--- src/servo_status_pkg.sv ---
// Package with register map, field layouts and reset values for the servo status monitor
package servo_status_pkg;
   // Register byte offsets
   localparam logic [11:0] OFF_CTRL = 12'h000;
   localparam logic [11:0] OFF_ROUGH_RANGE = 12'h004;
   localparam logic [11:0] OFF_INPOS_RANGE = 12'h008;
   localparam logic [11:0] OFF_WIN_LIMIT_A = 12'h00C;
   localparam logic [11:0] OFF_WIN_LIMIT_B = 12'h010;
   localparam logic [11:0] OFF_REMAIN = 12'h014;
   localparam logic [11:0] OFF_DROOP = 12'h018;
   localparam logic [11:0] OFF_POSITION = 12'h01C;
   localparam logic [11:0] OFF_STATUS = 12'h020;
   localparam logic [11:0] OFF_IRQ_STATUS = 12'h024;
   localparam logic [11:0] OFF_IRQ_MASK = 12'h028;
   localparam logic [11:0] OFF_DIRECTION = 12'h02C;
   // Control register fields (host-side commands)
   localparam int CTRL_SERVO_ON = 0;
   localparam int CTRL_BASE_OFF = 1;
   localparam int CTRL_HOMED = 2;
   localparam int CTRL_READY_ON = 3;
   localparam int CTRL_TORQUE_OFF = 4;
   localparam int CTRL_CHAN_A = 5;
   localparam int CTRL_CHAN_B = 6;
   // Status flag count and positions
   localparam int NUM_FLAGS = 8;
   localparam int FLAG_ROUGH = 0;
   localparam int FLAG_TRAVEL = 1;
   localparam int FLAG_WINDOW = 2;
   localparam int FLAG_READY = 3;
   localparam int FLAG_TORQUE_OFF = 4;
   localparam int FLAG_CHAN_A = 5;
   localparam int FLAG_CHAN_B = 6;
   localparam int FLAG_SERVO_ON = 7;
   // Direction map: 1 = input into amplifier, 0 = output from it
   localparam logic [7:0] DIR_MAP = 8'hE0;
   // Reset values
   localparam logic [31:0] RST_ROUGH_RANGE = 32'h0000_0000;
   localparam logic [31:0] RST_INPOS_RANGE = 32'h0000_0000;
   localparam logic [31:0] RST_WIN_LIMIT = 32'h0000_0000;
   localparam logic [7:0] RST_CTRL = 8'h00;
   localparam logic [7:0] RST_MASK = 8'h00;
   // Configuration parameters from software
   typedef struct packed
   {
      logic [31:0] rough_match_range_param;
      logic [31:0] in_position_range_param;
      logic signed [31:0] position_window_limit_a;
      logic signed [31:0] position_window_limit_b;
   } params_s;
   // Positioning state snapshot
   typedef struct packed
   {
      logic [31:0] remain;
      logic signed [31:0] droop;
      logic signed [31:0] position;
   } motion_s;
endpackage

--- src/servo_status_monitor.sv ---
// Servo amplifier status monitor: input merging, derived status flags and APB registers
//
// Added by the designer: the placing of the registers and the APB register port.
`timescale 1ns/1ps
// What this block does
// RULE_01: Input asserted when wire or host asserts
// RULE_02: Report each signal's direction with its state
// RULE_03: Rough match when remaining below range
// RULE_04: Rough match forced off during base shutoff
// RULE_05: Rough match asserts at servo on
// RULE_06: Travel complete: droop in range, remaining zero
// RULE_07: Travel complete asserts at servo on
// RULE_08: Travel complete held off while servo off
// RULE_09: Position window flag inside the two limits
// RULE_10: Window flag off until homed, during shutoff
// RULE_11: Ready flag follows ready-on state
// RULE_12: Torque-off flag while energy supply cut
// RULE_13: Channel A reads on while conducting
// RULE_14: Channel B reads on while conducting
// RULE_15: Outputs registered once per control cycle; irq is registered on every clock
module servo_status_monitor
   import servo_status_pkg::*;
#(
   parameter int CYCLE_DIV = 4
)
(
   // Clock and reset
   input wire logic pclk,
   input wire logic presetn,
   // APB slave
   input wire logic psel,
   input wire logic penable,
   input wire logic pwrite,
   input wire logic [11:0] paddr,
   input wire logic [31:0] pwdata,
   output logic [31:0] prdata,
   output logic pready,
   output logic pslverr,
   // External wired inputs
   input wire logic ext_servo_on,
   input wire logic ext_base_off,
   input wire logic ext_homed,
   input wire logic ext_ready_on,
   input wire logic ext_torque_off,
   input wire logic torque_off_channel_a,
   input wire logic torque_off_channel_b,
   // Positioning state from the motion core
   input wire logic [31:0] remain_dist,
   input wire logic signed [31:0] droop_count,
   input wire logic signed [31:0] actual_position,
   // Status flags and interrupt
   output logic rough_match_flag,
   output logic travel_complete_flag,
   output logic position_window_flag,
   output logic ready_on_flag,
   output logic torque_off_state_flag,
   output logic chan_a_flag,
   output logic chan_b_flag,
   output logic irq
);

   // Register state
   logic [7:0] ctrl;
   logic [7:0] next_ctrl;
   params_s par;
   params_s next_par;
   logic [7:0] irq_stat;
   logic [7:0] next_irq_stat;
   logic [7:0] irq_mask;
   logic [7:0] next_irq_mask;
   logic [31:0] next_prdata;
   logic next_pslverr;
   logic next_pready;
   // Flag state, registered once per control cycle; irq_r is registered every clock
   logic [7:0] flags;
   logic [7:0] next_flags;
   logic servo_prev;
   logic next_servo_prev;
   logic irq_r;
   // Control cycle divider
   logic [7:0] div_cnt;
   logic [7:0] next_div_cnt;
   logic tick;
   // Merged inputs and snapshot
   logic [7:0] merged;
   motion_s mot;

   // Bus access strobes
   logic wr_acc;
   logic rd_acc;
   assign wr_acc = psel && penable && pwrite && pready;
   assign rd_acc = psel && !penable && !pwrite;

   // Either source asserts an input; both must drop to deassert
   always_comb
   begin
      merged = 8'h00;
      merged[FLAG_SERVO_ON] = ext_servo_on | ctrl[CTRL_SERVO_ON]; // [RULE_01]
      merged[0] = ext_base_off | ctrl[CTRL_BASE_OFF]; // [RULE_01]
      merged[1] = ext_homed | ctrl[CTRL_HOMED]; // [RULE_01]
      merged[FLAG_READY] = ext_ready_on | ctrl[CTRL_READY_ON]; // [RULE_01]
      merged[FLAG_TORQUE_OFF] = ext_torque_off | ctrl[CTRL_TORQUE_OFF]; // [RULE_01]
      merged[FLAG_CHAN_A] = torque_off_channel_a | ctrl[CTRL_CHAN_A]; // [RULE_01] [RULE_13]
      merged[FLAG_CHAN_B] = torque_off_channel_b | ctrl[CTRL_CHAN_B]; // [RULE_01] [RULE_14]
      mot.remain = remain_dist;
      mot.droop = droop_count;
      mot.position = actual_position;
   end

   // Control cycle divider: flags move only on tick
   always_comb
   begin
      next_div_cnt = div_cnt + 8'h01;
      tick = 1'b0;
      if (div_cnt == 8'(CYCLE_DIV - 1))
      begin
         next_div_cnt = 8'h00;
         tick = 1'b1;
      end
   end

   // Flag derivation
   always_comb
   begin
      logic servo;
      logic base_off;
      logic homed;
      logic servo_rise;
      logic [31:0] droop_abs;
      logic signed [31:0] lo;
      logic signed [31:0] hi;
      servo = merged[FLAG_SERVO_ON];
      base_off = merged[0];
      homed = merged[1];
      servo_rise = servo && !servo_prev;
      droop_abs = mot.droop[31] ? 32'(-mot.droop) : 32'(mot.droop);
      // Limits may be given in either order
      lo = (par.position_window_limit_a < par.position_window_limit_b) ?
         par.position_window_limit_a : par.position_window_limit_b;
      hi = (par.position_window_limit_a < par.position_window_limit_b) ?
         par.position_window_limit_b : par.position_window_limit_a;
      next_flags = flags;
      next_servo_prev = servo_prev;
      if (tick) // [RULE_15]
      begin
         next_servo_prev = servo;
         // Rough match; shutoff overrides everything
         if (base_off)
         begin
            next_flags[FLAG_ROUGH] = 1'b0; // [RULE_04]
         end
         else
         begin
            next_flags[FLAG_ROUGH] = servo_rise || (mot.remain < par.rough_match_range_param); // [RULE_03] [RULE_05]
         end
         // Travel complete; held off while servo off
         if (!servo)
         begin
            next_flags[FLAG_TRAVEL] = 1'b0; // [RULE_08]
         end
         else
         begin
            next_flags[FLAG_TRAVEL] = servo_rise || // [RULE_07]
               (droop_abs <= par.in_position_range_param && mot.remain == 32'h0000_0000); // [RULE_06]
         end
         // Position window gated by homing and shutoff
         next_flags[FLAG_WINDOW] = homed && !base_off && // [RULE_10]
            mot.position >= lo && mot.position <= hi; // [RULE_09]
         next_flags[FLAG_READY] = merged[FLAG_READY]; // [RULE_11]
         next_flags[FLAG_TORQUE_OFF] = merged[FLAG_TORQUE_OFF]; // [RULE_12]
         next_flags[FLAG_CHAN_A] = merged[FLAG_CHAN_A]; // [RULE_13]
         next_flags[FLAG_CHAN_B] = merged[FLAG_CHAN_B]; // [RULE_14]
         next_flags[FLAG_SERVO_ON] = servo;
      end
   end

   // Register writes, sticky events and read mux
   always_comb
   begin
      logic [7:0] rise;
      rise = 8'h00;
      next_ctrl = ctrl;
      next_par = par;
      next_irq_mask = irq_mask;
      next_irq_stat = irq_stat;
      next_prdata = prdata;
      next_pslverr = 1'b0;
      next_pready = psel && !penable;
      if (wr_acc)
      begin
         if (paddr == OFF_CTRL)
            next_ctrl = pwdata[7:0];
         else if (paddr == OFF_ROUGH_RANGE)
            next_par.rough_match_range_param = pwdata;
         else if (paddr == OFF_INPOS_RANGE)
            next_par.in_position_range_param = pwdata;
         else if (paddr == OFF_WIN_LIMIT_A)
            next_par.position_window_limit_a = pwdata;
         else if (paddr == OFF_WIN_LIMIT_B)
            next_par.position_window_limit_b = pwdata;
         else if (paddr == OFF_IRQ_STATUS)
            next_irq_stat = irq_stat & ~pwdata[7:0];
         else if (paddr == OFF_IRQ_MASK)
            next_irq_mask = pwdata[7:0];
      end
      // Any flag change is an event; set wins over a same-cycle clear
      rise = next_flags ^ flags;
      next_irq_stat = next_irq_stat | rise;
      if (rd_acc)
      begin
         if (paddr == OFF_CTRL)
            next_prdata = {24'h000000, ctrl};
         else if (paddr == OFF_ROUGH_RANGE)
            next_prdata = par.rough_match_range_param;
         else if (paddr == OFF_INPOS_RANGE)
            next_prdata = par.in_position_range_param;
         else if (paddr == OFF_WIN_LIMIT_A)
            next_prdata = par.position_window_limit_a;
         else if (paddr == OFF_WIN_LIMIT_B)
            next_prdata = par.position_window_limit_b;
         else if (paddr == OFF_REMAIN)
            next_prdata = mot.remain;
         else if (paddr == OFF_DROOP)
            next_prdata = mot.droop;
         else if (paddr == OFF_POSITION)
            next_prdata = mot.position;
         else if (paddr == OFF_STATUS)
            next_prdata = {DIR_MAP, 16'h0000, flags}; // [RULE_02]
         else if (paddr == OFF_IRQ_STATUS)
            next_prdata = {24'h000000, irq_stat};
         else if (paddr == OFF_IRQ_MASK)
            next_prdata = {24'h000000, irq_mask};
         else if (paddr == OFF_DIRECTION)
            next_prdata = {24'h000000, DIR_MAP}; // [RULE_02]
         else
         begin
            // Unmapped: zero data with error
            next_prdata = 32'h0000_0000;
            next_pslverr = 1'b1;
         end
      end
      else if (psel && !penable && pwrite)
      begin
         // Flag bad write address in the access phase
         next_pslverr = !(paddr == OFF_CTRL || paddr == OFF_ROUGH_RANGE || paddr == OFF_INPOS_RANGE ||
            paddr == OFF_WIN_LIMIT_A || paddr == OFF_WIN_LIMIT_B || paddr == OFF_IRQ_STATUS ||
            paddr == OFF_IRQ_MASK);
      end
   end

   // State registers
   always_ff @(posedge pclk or negedge presetn)
   begin
      if (!presetn)
      begin
         ctrl <= RST_CTRL;
         par <= {RST_ROUGH_RANGE, RST_INPOS_RANGE, RST_WIN_LIMIT, RST_WIN_LIMIT};
         irq_stat <= 8'h00;
         irq_mask <= RST_MASK;
         prdata <= 32'h0000_0000;
         pready <= 1'b0;
         pslverr <= 1'b0;
         flags <= 8'h00;
         servo_prev <= 1'b0;
         div_cnt <= 8'h00;
         irq_r <= 1'b0;
      end
      else
      begin
         ctrl <= next_ctrl;
         par <= next_par;
         irq_stat <= next_irq_stat;
         irq_mask <= next_irq_mask;
         prdata <= next_prdata;
         pready <= next_pready;
         pslverr <= next_pslverr;
         flags <= next_flags;
         servo_prev <= next_servo_prev;
         div_cnt <= next_div_cnt;
         irq_r <= |(next_irq_stat & next_irq_mask);
      end
   end

   // Outputs straight from flops
   assign rough_match_flag = flags[FLAG_ROUGH];
   assign travel_complete_flag = flags[FLAG_TRAVEL];
   assign position_window_flag = flags[FLAG_WINDOW];
   assign ready_on_flag = flags[FLAG_READY];
   assign torque_off_state_flag = flags[FLAG_TORQUE_OFF];
   assign chan_a_flag = flags[FLAG_CHAN_A];
   assign chan_b_flag = flags[FLAG_CHAN_B];
   assign irq = irq_r;

   // Checks
   a_rough_base_off: assert property (@(posedge pclk) disable iff (!presetn)
      (tick && merged[0]) |=> !rough_match_flag) else $error("rough match high in shutoff"); // [RULE_04]
   a_travel_servo_off: assert property (@(posedge pclk) disable iff (!presetn)
      (tick && !merged[FLAG_SERVO_ON]) |=> !travel_complete_flag) else $error("travel flag with servo off"); // [RULE_08]
   a_window_unhomed: assert property (@(posedge pclk) disable iff (!presetn)
      (tick && !merged[1]) |=> !position_window_flag) else $error("window flag before homing"); // [RULE_10]
   a_ready_follow: assert property (@(posedge pclk) disable iff (!presetn)
      tick |=> ready_on_flag == $past(merged[FLAG_READY])) else $error("ready flag mismatch"); // [RULE_11]
   a_torque_follow: assert property (@(posedge pclk) disable iff (!presetn)
      tick |=> torque_off_state_flag == $past(merged[FLAG_TORQUE_OFF])) else $error("torque flag mismatch"); // [RULE_12]
   a_chan_a_merge: assert property (@(posedge pclk) disable iff (!presetn)
      (tick && torque_off_channel_a) |=> chan_a_flag) else $error("channel a lost"); // [RULE_13]
   a_chan_b_merge: assert property (@(posedge pclk) disable iff (!presetn)
      (tick && torque_off_channel_b) |=> chan_b_flag) else $error("channel b lost"); // [RULE_14]
   a_flags_hold: assert property (@(posedge pclk) disable iff (!presetn)
      !tick |=> $stable(flags)) else $error("flags moved off tick"); // [RULE_15]
endmodule

--- config.mk ---
export PLATFORM = sky130hd
export DESIGN_NAME = servo_status_monitor
export DESIGN_NICKNAME = d
export VERILOG_FILES = /design/src/servo_status_pkg.sv /design/src/servo_status_monitor.sv
export SDC_FILE = /design/constraint.sdc
export NUM_CORES = 1
export LEC_CHECK = 0
export BUFFER_PORTS_ARGS = -buffer_cell sky130_fd_sc_hd__buf_4
export CORE_MARGIN = 1.5
export CORE_UTILIZATION = 28
export DETAILED_ROUTE_END_ITERATION = 6
export PLACE_DENSITY = 0.53
export SYNTH_ARGS = -nofsm -noshare
export SYNTH_HDL_FRONTEND = slang
export SYNTH_SLANG_ARGS = --single-unit
--- constraint.sdc ---
create_clock -name pclk -period 6.53 [get_ports pclk]
set_input_delay 0.3265 -clock pclk [delete_from_list [all_inputs] [get_ports pclk]]
set_output_delay 0.3265 -clock pclk [all_outputs]
set_load 0.01 [all_outputs]
==> metrics.cfg, run 1 <==
[logic_synthesis]
netlist_area_um2 = 14500
synth_ff_type = dfrtp_1
ys_ff_latch = 204
ys_warn_count = 0
synth_nets = 1918
synth-edff-count = 0
avgSynthCellArea_um2 = 9.04
netlist_instances = 1606
ys_async_sr_fraction_pct = 100
synth_cell_types = 65
ys_seq_area_share_pct = 35.2

[critical_path]
required_ps = 6980
critPathSlowestCell = or4b_1
r2r-end = irq$_DFF_PN0_
crit_cells = 20
startpoint = par[17]$_DFFE_PN0P_
r2r-start = par[17]$_DFFE_PN0P_
crit_buf_inv = 2
path_common_cell = a21o_1
reg2reg_slack_ps = 540
crit_fanout = 21
reg2reg_depth = 20
critPathMaxStageDelay_ps = 540
worstSetupPathType = register to register
cp_top_family = compound AO/OA/AOI/OAI gates
worstSetupEndpointType = register
cp_cell_sequence = inv_1 -> ha_1 -> a21o_1 -> a21o_1 -> a21o_1 -> a211oi_1 -> o21ai_0 -> o31ai_1 -> a41oi_4 -> buf_4 -> mux2i_1 -> ha_1 -> o21a_1 -> nor2_1 -> or4b_1 -> a311o_1 -> a2111o_1 -> or4b_4 -> a31oi_1 -> nand3_1
startpoint_type = register
cp.arrival_ps = 6440
critPathCapture = irq$_DFF_PN0_

[cells_and_area]
post-route-cell-area_um2 = 17800
area_growth_pct = 22.4
fill_cells = 5342
nets = 2102
instances_no_fill = 2489
post-route-util_pct = 34.6
drive_gt1_share_pct = 18.6
num_antenna_cells = 0

[sta]
setup_viol = 0
rsz0062_at_grt = no
period_needed_ps = 5990
finClkSkew_ps = 27.8
max_slew_margin_pct = 13.7
fin_hold_ws_ps = 23.2
hold_viol_final = 0
slew_viol_final = 0
fin_crit_sh_pct = 91.8
clock.fmax_mhz = 167
max_slew.worst_pin.slew_ps = 1290
tns_ps = 0
final.setup.worst_slack_ps = 537

[cts]
htree_levels = 1
cts_max_path_buffers = 3
tritoncts = done
clock_latency_ps = 570
cts_root_buffer = clkbuf_16
path_clk_slew_ps = 70
cts_made_buffers = 26
cts_sinks = 204

[floorplan]
dieArea_um2 = 53200
num_rows = 83
die_y_um = 231
die_x_um = 231
io_pins = 194
initial_core_util_pct = 28.3
design.core.area_um2 = 51300

[min_path]
hold_depth = 3
worstHoldPathType = input port to register
hp-start = pwdata[21]

[global_route]
grt_use_total_pct = 22.2
grt_pass1_vias = 13800
grt_antenna_before_repair = 1
grt.overflow.total = 0
grt_start_max_net_pins = 97
grt_pass1_wl_um = 88400

[placement]
gp_congestion = 0.906
place_area_um2 = 16800
dp_hpwl_um = 45200
io_buffer_count = 193
post-place-ws_ps = 553
placed_cells = 2431

[power]
power.leakage_nw = 8.65
power_frac_seq_pct = 40.4
p_int_mw = 2.33
p_switching_mw = 0.865
comb_power_share_pct = 12.1
clkPwrFrac_pct = 47.4
p_per_area_nw_per_um2 = 180
power.total_mw = 3.20
peakVddDrop_mv = 0.187
switching_share_pct = 27.1

[drt]
dr_total_vias = 13900
drtAntennaViolNets = 0
drt_wl_total_um = 60100
vias_per_cell = 5.59
detail_route.wl_per_cell_um = 24.1
drt_iter0_drc = 1357
drc = 0
drtPass1Iterations = 5

[outcome]
status = finished clean

[flow_run]
cap_violations = 0

-- kinds of logic after synthesis --
group,share of synthesized area (%)
AOI/OAI and AO/OA,20.8
and+or+nand+nor,14.0
DFF,35.2
buffers and inverters,4.62
adders and majority gates,13.8
muxes,9.20
xor gates and xnor gates,2.41
-- cells in the mapped netlist (4+ instances only) --
library cell	count	area [um2]
nand2_1	208	781
o41ai_1	7	61.3
a22oi_1	40	300
a21o_1	17	128
and4_1	5	43.8
a22o_1	6	52.6
inv_1	105	394
or4_1	7	52.6
a221oi_1	32	280
o31ai_1	11	82.6
mux2_2	59	664
clkbuf_1	54	203
buf_1	5	18.8
nand3_1	28	140
and2_1	6	37.5
mux2i_1	67	671
ha_1	160	2000
o211ai_1	11	82.6
and3_1	7	43.8
a211oi_1	12	90.1
buf_2	8	40.0
nor2b_1	14	87.6
nor4_1	17	106
o221ai_1	21	184
dfrtp_1	204	5100
o21a_1	4	30.0
a21oi_1	79	395
nand4_1	34	213
xnor2_1	40	350
nand2b_1	10	62.6
nor3_1	10	50.1
o21ai_1	11	55.1
o21ai_0	169	846
a31oi_1	14	87.6
nor2_1	61	229
o22ai_1	17	106
or3_1	5	31.3
-- power by group through the flow --
| stage | registers, mW | logic, mW | clock network, mW |
|---|---|---|---|
| finish | 1.29 | 0.388 | 1.52 |
| detailed placement | 1.31 | 0.380 | 0 |
| global placement | 1.31 | 0.377 | 0 |
| global route | 1.29 | 0.422 | 1.59 |
| floorplan | 1.31 | 0.137 | 0 |
| CTS | 1.29 | 0.387 | 1.54 |
-- how the worst min path moves through the flow --
stage                                         to  slack (ps)
final                        par[21]$_DFFE_PN0P_          20
after global routing        par[111]$_DFFE_PN0P_          20
after CTS                    par[79]$_DFFE_PN0P_         0.3
after detailed placement  prdata[21]$_DFFE_PN0P_         410
after global placement    prdata[21]$_DFFE_PN0P_         430
after floorplan              ctrl[0]$_DFFE_PN0P_          30
-- registers in the layout, indices dropped and copies added, names as in the netlist --
register,flops
irq,1
ctrl,8
div_cnt,8
irq_stat,8
irq_mask,8
pready,1
servo_prev,1
flags,8
prdata,32
par,128
pslverr,1
-- timing repair --
action / 4_1_cts / 5_1_grt
resized for setup: 0 / 0
endpoints found under the setup margin: 0 / 0
hold buffers: 11 / 0
endpoints found under the hold margin: 116 / 0
setup buffers: 0 / 0
-- worst reg2reg max path: cells and delay by family, from the launching register on --
kind | cells | cell delay, ps
compound gates | 11 | 3120
simple gates | 4 | 1200
fa+ha+maj | 2 | 590
buf+inv | 2 | 470
flops | 1 | 370
mux | 1 | 140
-- cell type report --
cell class / count / area, um2 / share of cell area (%)
Clock buffer: 35 / 724 / 4.08
Clock inverter: 12 / 150 / 0.845
Timing Repair Buffer: 225 / 1720 / 9.71
Multi-Input combinational cell: 1228 / 8810 / 49.6
Inverter: 105 / 394 / 2.22
Tap cell: 680 / 851 / 4.79
Sequential cell: 204 / 5100 / 28.7
-- cells in the final DEF (no fill, tap or decap), drive strengths merged, types with 12 or more instances in the layout --
master / synthesis / routed
a21o: 17 / 17
nand3: 29 / 29
o221ai: 21 / 21
a31oi: 14 / 14
o22ai: 17 / 17
a211oi: 12 / 12
a21oi: 79 / 79
a221oi: 32 / 32
nor3: 13 / 13
nor4: 20 / 20
inv: 105 / 105
xnor2: 40 / 40
a22oi: 40 / 40
clkbuf: 54 / 35
mux2i: 67 / 67
o21ai: 180 / 180
nand4: 34 / 34
nor2: 62 / 62
ha: 160 / 160
buf: 15 / 214
dfrtp: 204 / 204
nor2b: 14 / 14
mux2: 59 / 59
nand2: 208 / 208
-- metal layers --
| metal | share of wire, % | vias to the layer above | GRT usage (%) |
|---|---|---|---|
| met3 | 8.6 | 131 | 4.90 |
| li1 | - | 6318 | - |
| met4 | 3.4 | 2 | 7.39 |
| met5 | 0.022 | - | 0 |
| met1 | 43 | 6847 | 29.9 |
| met2 | 45 | 605 | 35.1 |
(Power assumes the default switching activity.)
==> inputs of run 2 (changes only) <==
CTS_BUF_LIST = sky130_fd_sc_hd__clkbuf_8   (was unset)
==> run 2 against run 1 <==
Effect of this change:
- die area did not move
- sequential share of layout area fell by 0.36 points
- largest power group unchanged
- first-iteration DRC count fell by 5.0%
- core utilization rose by 0.44 points
- cell count rose by 2.2%
- wire length rose by 0.65%
- highest routed layer is now met4
- flip-flop and latch count did not move
- setup slack improved by 0.57 ps
==> metrics.cfg, run 2 (synthesized netlist as in run 1, its figures left out) <==
[outcome]
status = finished clean

[global_route]
grt_use_total_pct = 22.5  ; +0.26 points
grt_antenna_before_repair = 0  ; -1
grt_pass1_vias = 14000  ; +1.6%
grt_pass1_wl_um = 88800  ; +0.48%
grt_start_max_net_pins = 97  ; unchanged
grt.overflow.total = 0  ; unchanged

[sta]
tns_ps = 0  ; unchanged
hold_viol_final = 0  ; unchanged
max_slew_margin_pct = 12.9  ; -0.76 points
clock.fmax_mhz = 167  ; about the same
max_slew.worst_pin.slew_ps = 1300  ; +11.4 ps
slew_viol_final = 0  ; unchanged
fin_crit_sh_pct = 91.8  ; about the same
setup_viol = 0  ; unchanged
finClkSkew_ps = 58.6  ; +30.8 ps
rsz0062_at_grt = no
period_needed_ps = 5990  ; -0.570 ps
final.setup.worst_slack_ps = 538  ; +0.570 ps

[floorplan]
io_pins = 194  ; unchanged
design.core.area_um2 = 51300  ; unchanged
dieArea_um2 = 53200  ; unchanged
die_x_um = 231  ; unchanged
initial_core_util_pct = 28.3  ; unchanged
num_rows = 83  ; unchanged
die_y_um = 231  ; unchanged

[cts]
cts_sinks = 204  ; unchanged
ctsHoldBuffers = 38  ; +27
cts_max_path_buffers = 3  ; unchanged
path_clk_slew_ps = 60  ; about the same
cts_resized = 0  ; unchanged
clock_latency_ps = 640  ; +70 ps
tritoncts = done
cts_setup_buffers = 0  ; unchanged
cts_root_buffer = clkbuf_8
htree_levels = 2  ; +1
cts_made_buffers = 41  ; +58%

[cells_and_area]
num_antenna_cells = 0  ; unchanged
top_regs = par (128), prdata (32)
final_common_cell = buf_4
multi_input_area_um2 = 8810  ; unchanged
drive_gt1_share_pct = 19.1  ; +0.48 points
nets = 2144  ; +2.0%
largest_reg_flops = 128  ; unchanged
regMostFlops = par
area_growth_pct = 24.0
fill_cells = 5357  ; +0.28%
final_cell_mix = buf_4, nand2_1, dfrtp_1
ff_latch_area_um2 = 5100  ; unchanged

[critical_path]
path_common_cell = a21o_1
worstSetupPathType = register to register
startpoint_type = register
crit_fanout = 21  ; unchanged
startpoint = par[17]$_DFFE_PN0P_
cp_cell_sequence = inv_1 -> ha_1 -> a21o_1 -> a21o_1 -> a21o_1 -> a211oi_1 -> o21ai_0 -> o31ai_1 -> a41oi_4 -> buf_4 -> mux2i_1 -> ha_1 -> o21a_1 -> nor2_1 -> or4b_1 -> a311o_1 -> a2111o_1 -> or4b_4 -> a31oi_1 -> nand3_1
r2r-start = par[17]$_DFFE_PN0P_
worstSetupEndpointType = register
critPathMaxStageDelay_ps = 540  ; about the same
critPathSlowestCell = or4b_1
cp.arrival_ps = 6500  ; +60 ps
required_ps = 7040  ; +60 ps

[drt]
vias_per_cell = 5.53  ; -1.0%
drtAntennaViolNets = 0  ; unchanged
detail_route.wl_per_cell_um = 23.8  ; -1.5%
dr_total_vias = 14100  ; +1.1%
drt_wl_total_um = 60500  ; +0.65%
drt_iter0_drc = 1289  ; -5.0%
drtPass1Iterations = 6  ; +1
drc = 0  ; unchanged

[flow_run]
cap_violations = 0  ; unchanged

[placement]
dp_hpwl_um = 45200  ; unchanged
gp_congestion = 0.906  ; unchanged
post-place-ws_ps = 553  ; unchanged
io_buffer_count = 193  ; unchanged

[power]
peakVddDrop_mv = 0.139  ; -25%
power.total_mw = 3.06  ; -4.3%
p_per_area_nw_per_um2 = 170  ; -5.5%
power.leakage_nw = 8.81  ; +1.8%

[min_path]
worstHoldPathType = input port to register
hp-start = torque_off_channel_a

==> run 2: per-stage QoR <==
step,instance area [um2],util (%),hold slack [ps],instances
floorplan,14500,-,30.9,1606
CTS,18000,35.1,0.396,2543
global route,18000,35.1,36.2,2543
global placement,16800,32.7,432,2431
detailed placement,16800,32.7,415,2431
finish,18000,35.1,25.8,2543
==> run 2: cell type report <==
cell class | count | area share (%)
timing repair buffer | 252 | 11.1
multi-input combinational | 1228 | 49.0
tap | 680 | 4.73
clock inverter | 22 | 0.640
sequential | 204 | 28.4
clock buffer | 52 | 3.98
inverter | 105 | 2.19
==> run 2: metal layers <==
layer	vias up	GRT usage (%)	part of all wire, %
li1	6412	-	-
met1	6955	29.5	43
met2	579	35.4	45
met3	112	5.68	8.5
met4	0	8.66	3.3
met5	-	0	0
==> run 2: worst max-delay path, delay by kind of cell, from the launching register on <==
kind / cells / cell delay (ps)
buf+inv: 2 / 460
fa+ha+maj: 2 / 590
mux: 1 / 130
simple gates: 4 / 1200
flops: 1 / 370
compound gates: 11 / 3110
==> run 2: worst paths after layout <==
check                                    endpoint  cells past startpoint  slack (ps)
setup / recovery                    irq$_DFF_PN0_                     20         540
setup reg to reg                    irq$_DFF_PN0_                     20         540
hold / removal                 flags[5]$_DFF_PN0_                      3          30
hold reg to reg            prdata[31]$_DFFE_PN0P_                      2         480
max in group asynchronous      par[8]$_DFFE_PN0P_                      3        4660
min in group asynchronous  prdata[21]$_DFFE_PN0P_                      2         340
==> run 2: power by group <==
part | total [mW] | internal, mW | switching (mW)
registers | 1.29 | 1.28 | 0.0143
clock network | 1.36 | 0.722 | 0.642
logic | 0.402 | 0.168 | 0.234
total | 3.06 | 2.17 | 0.891
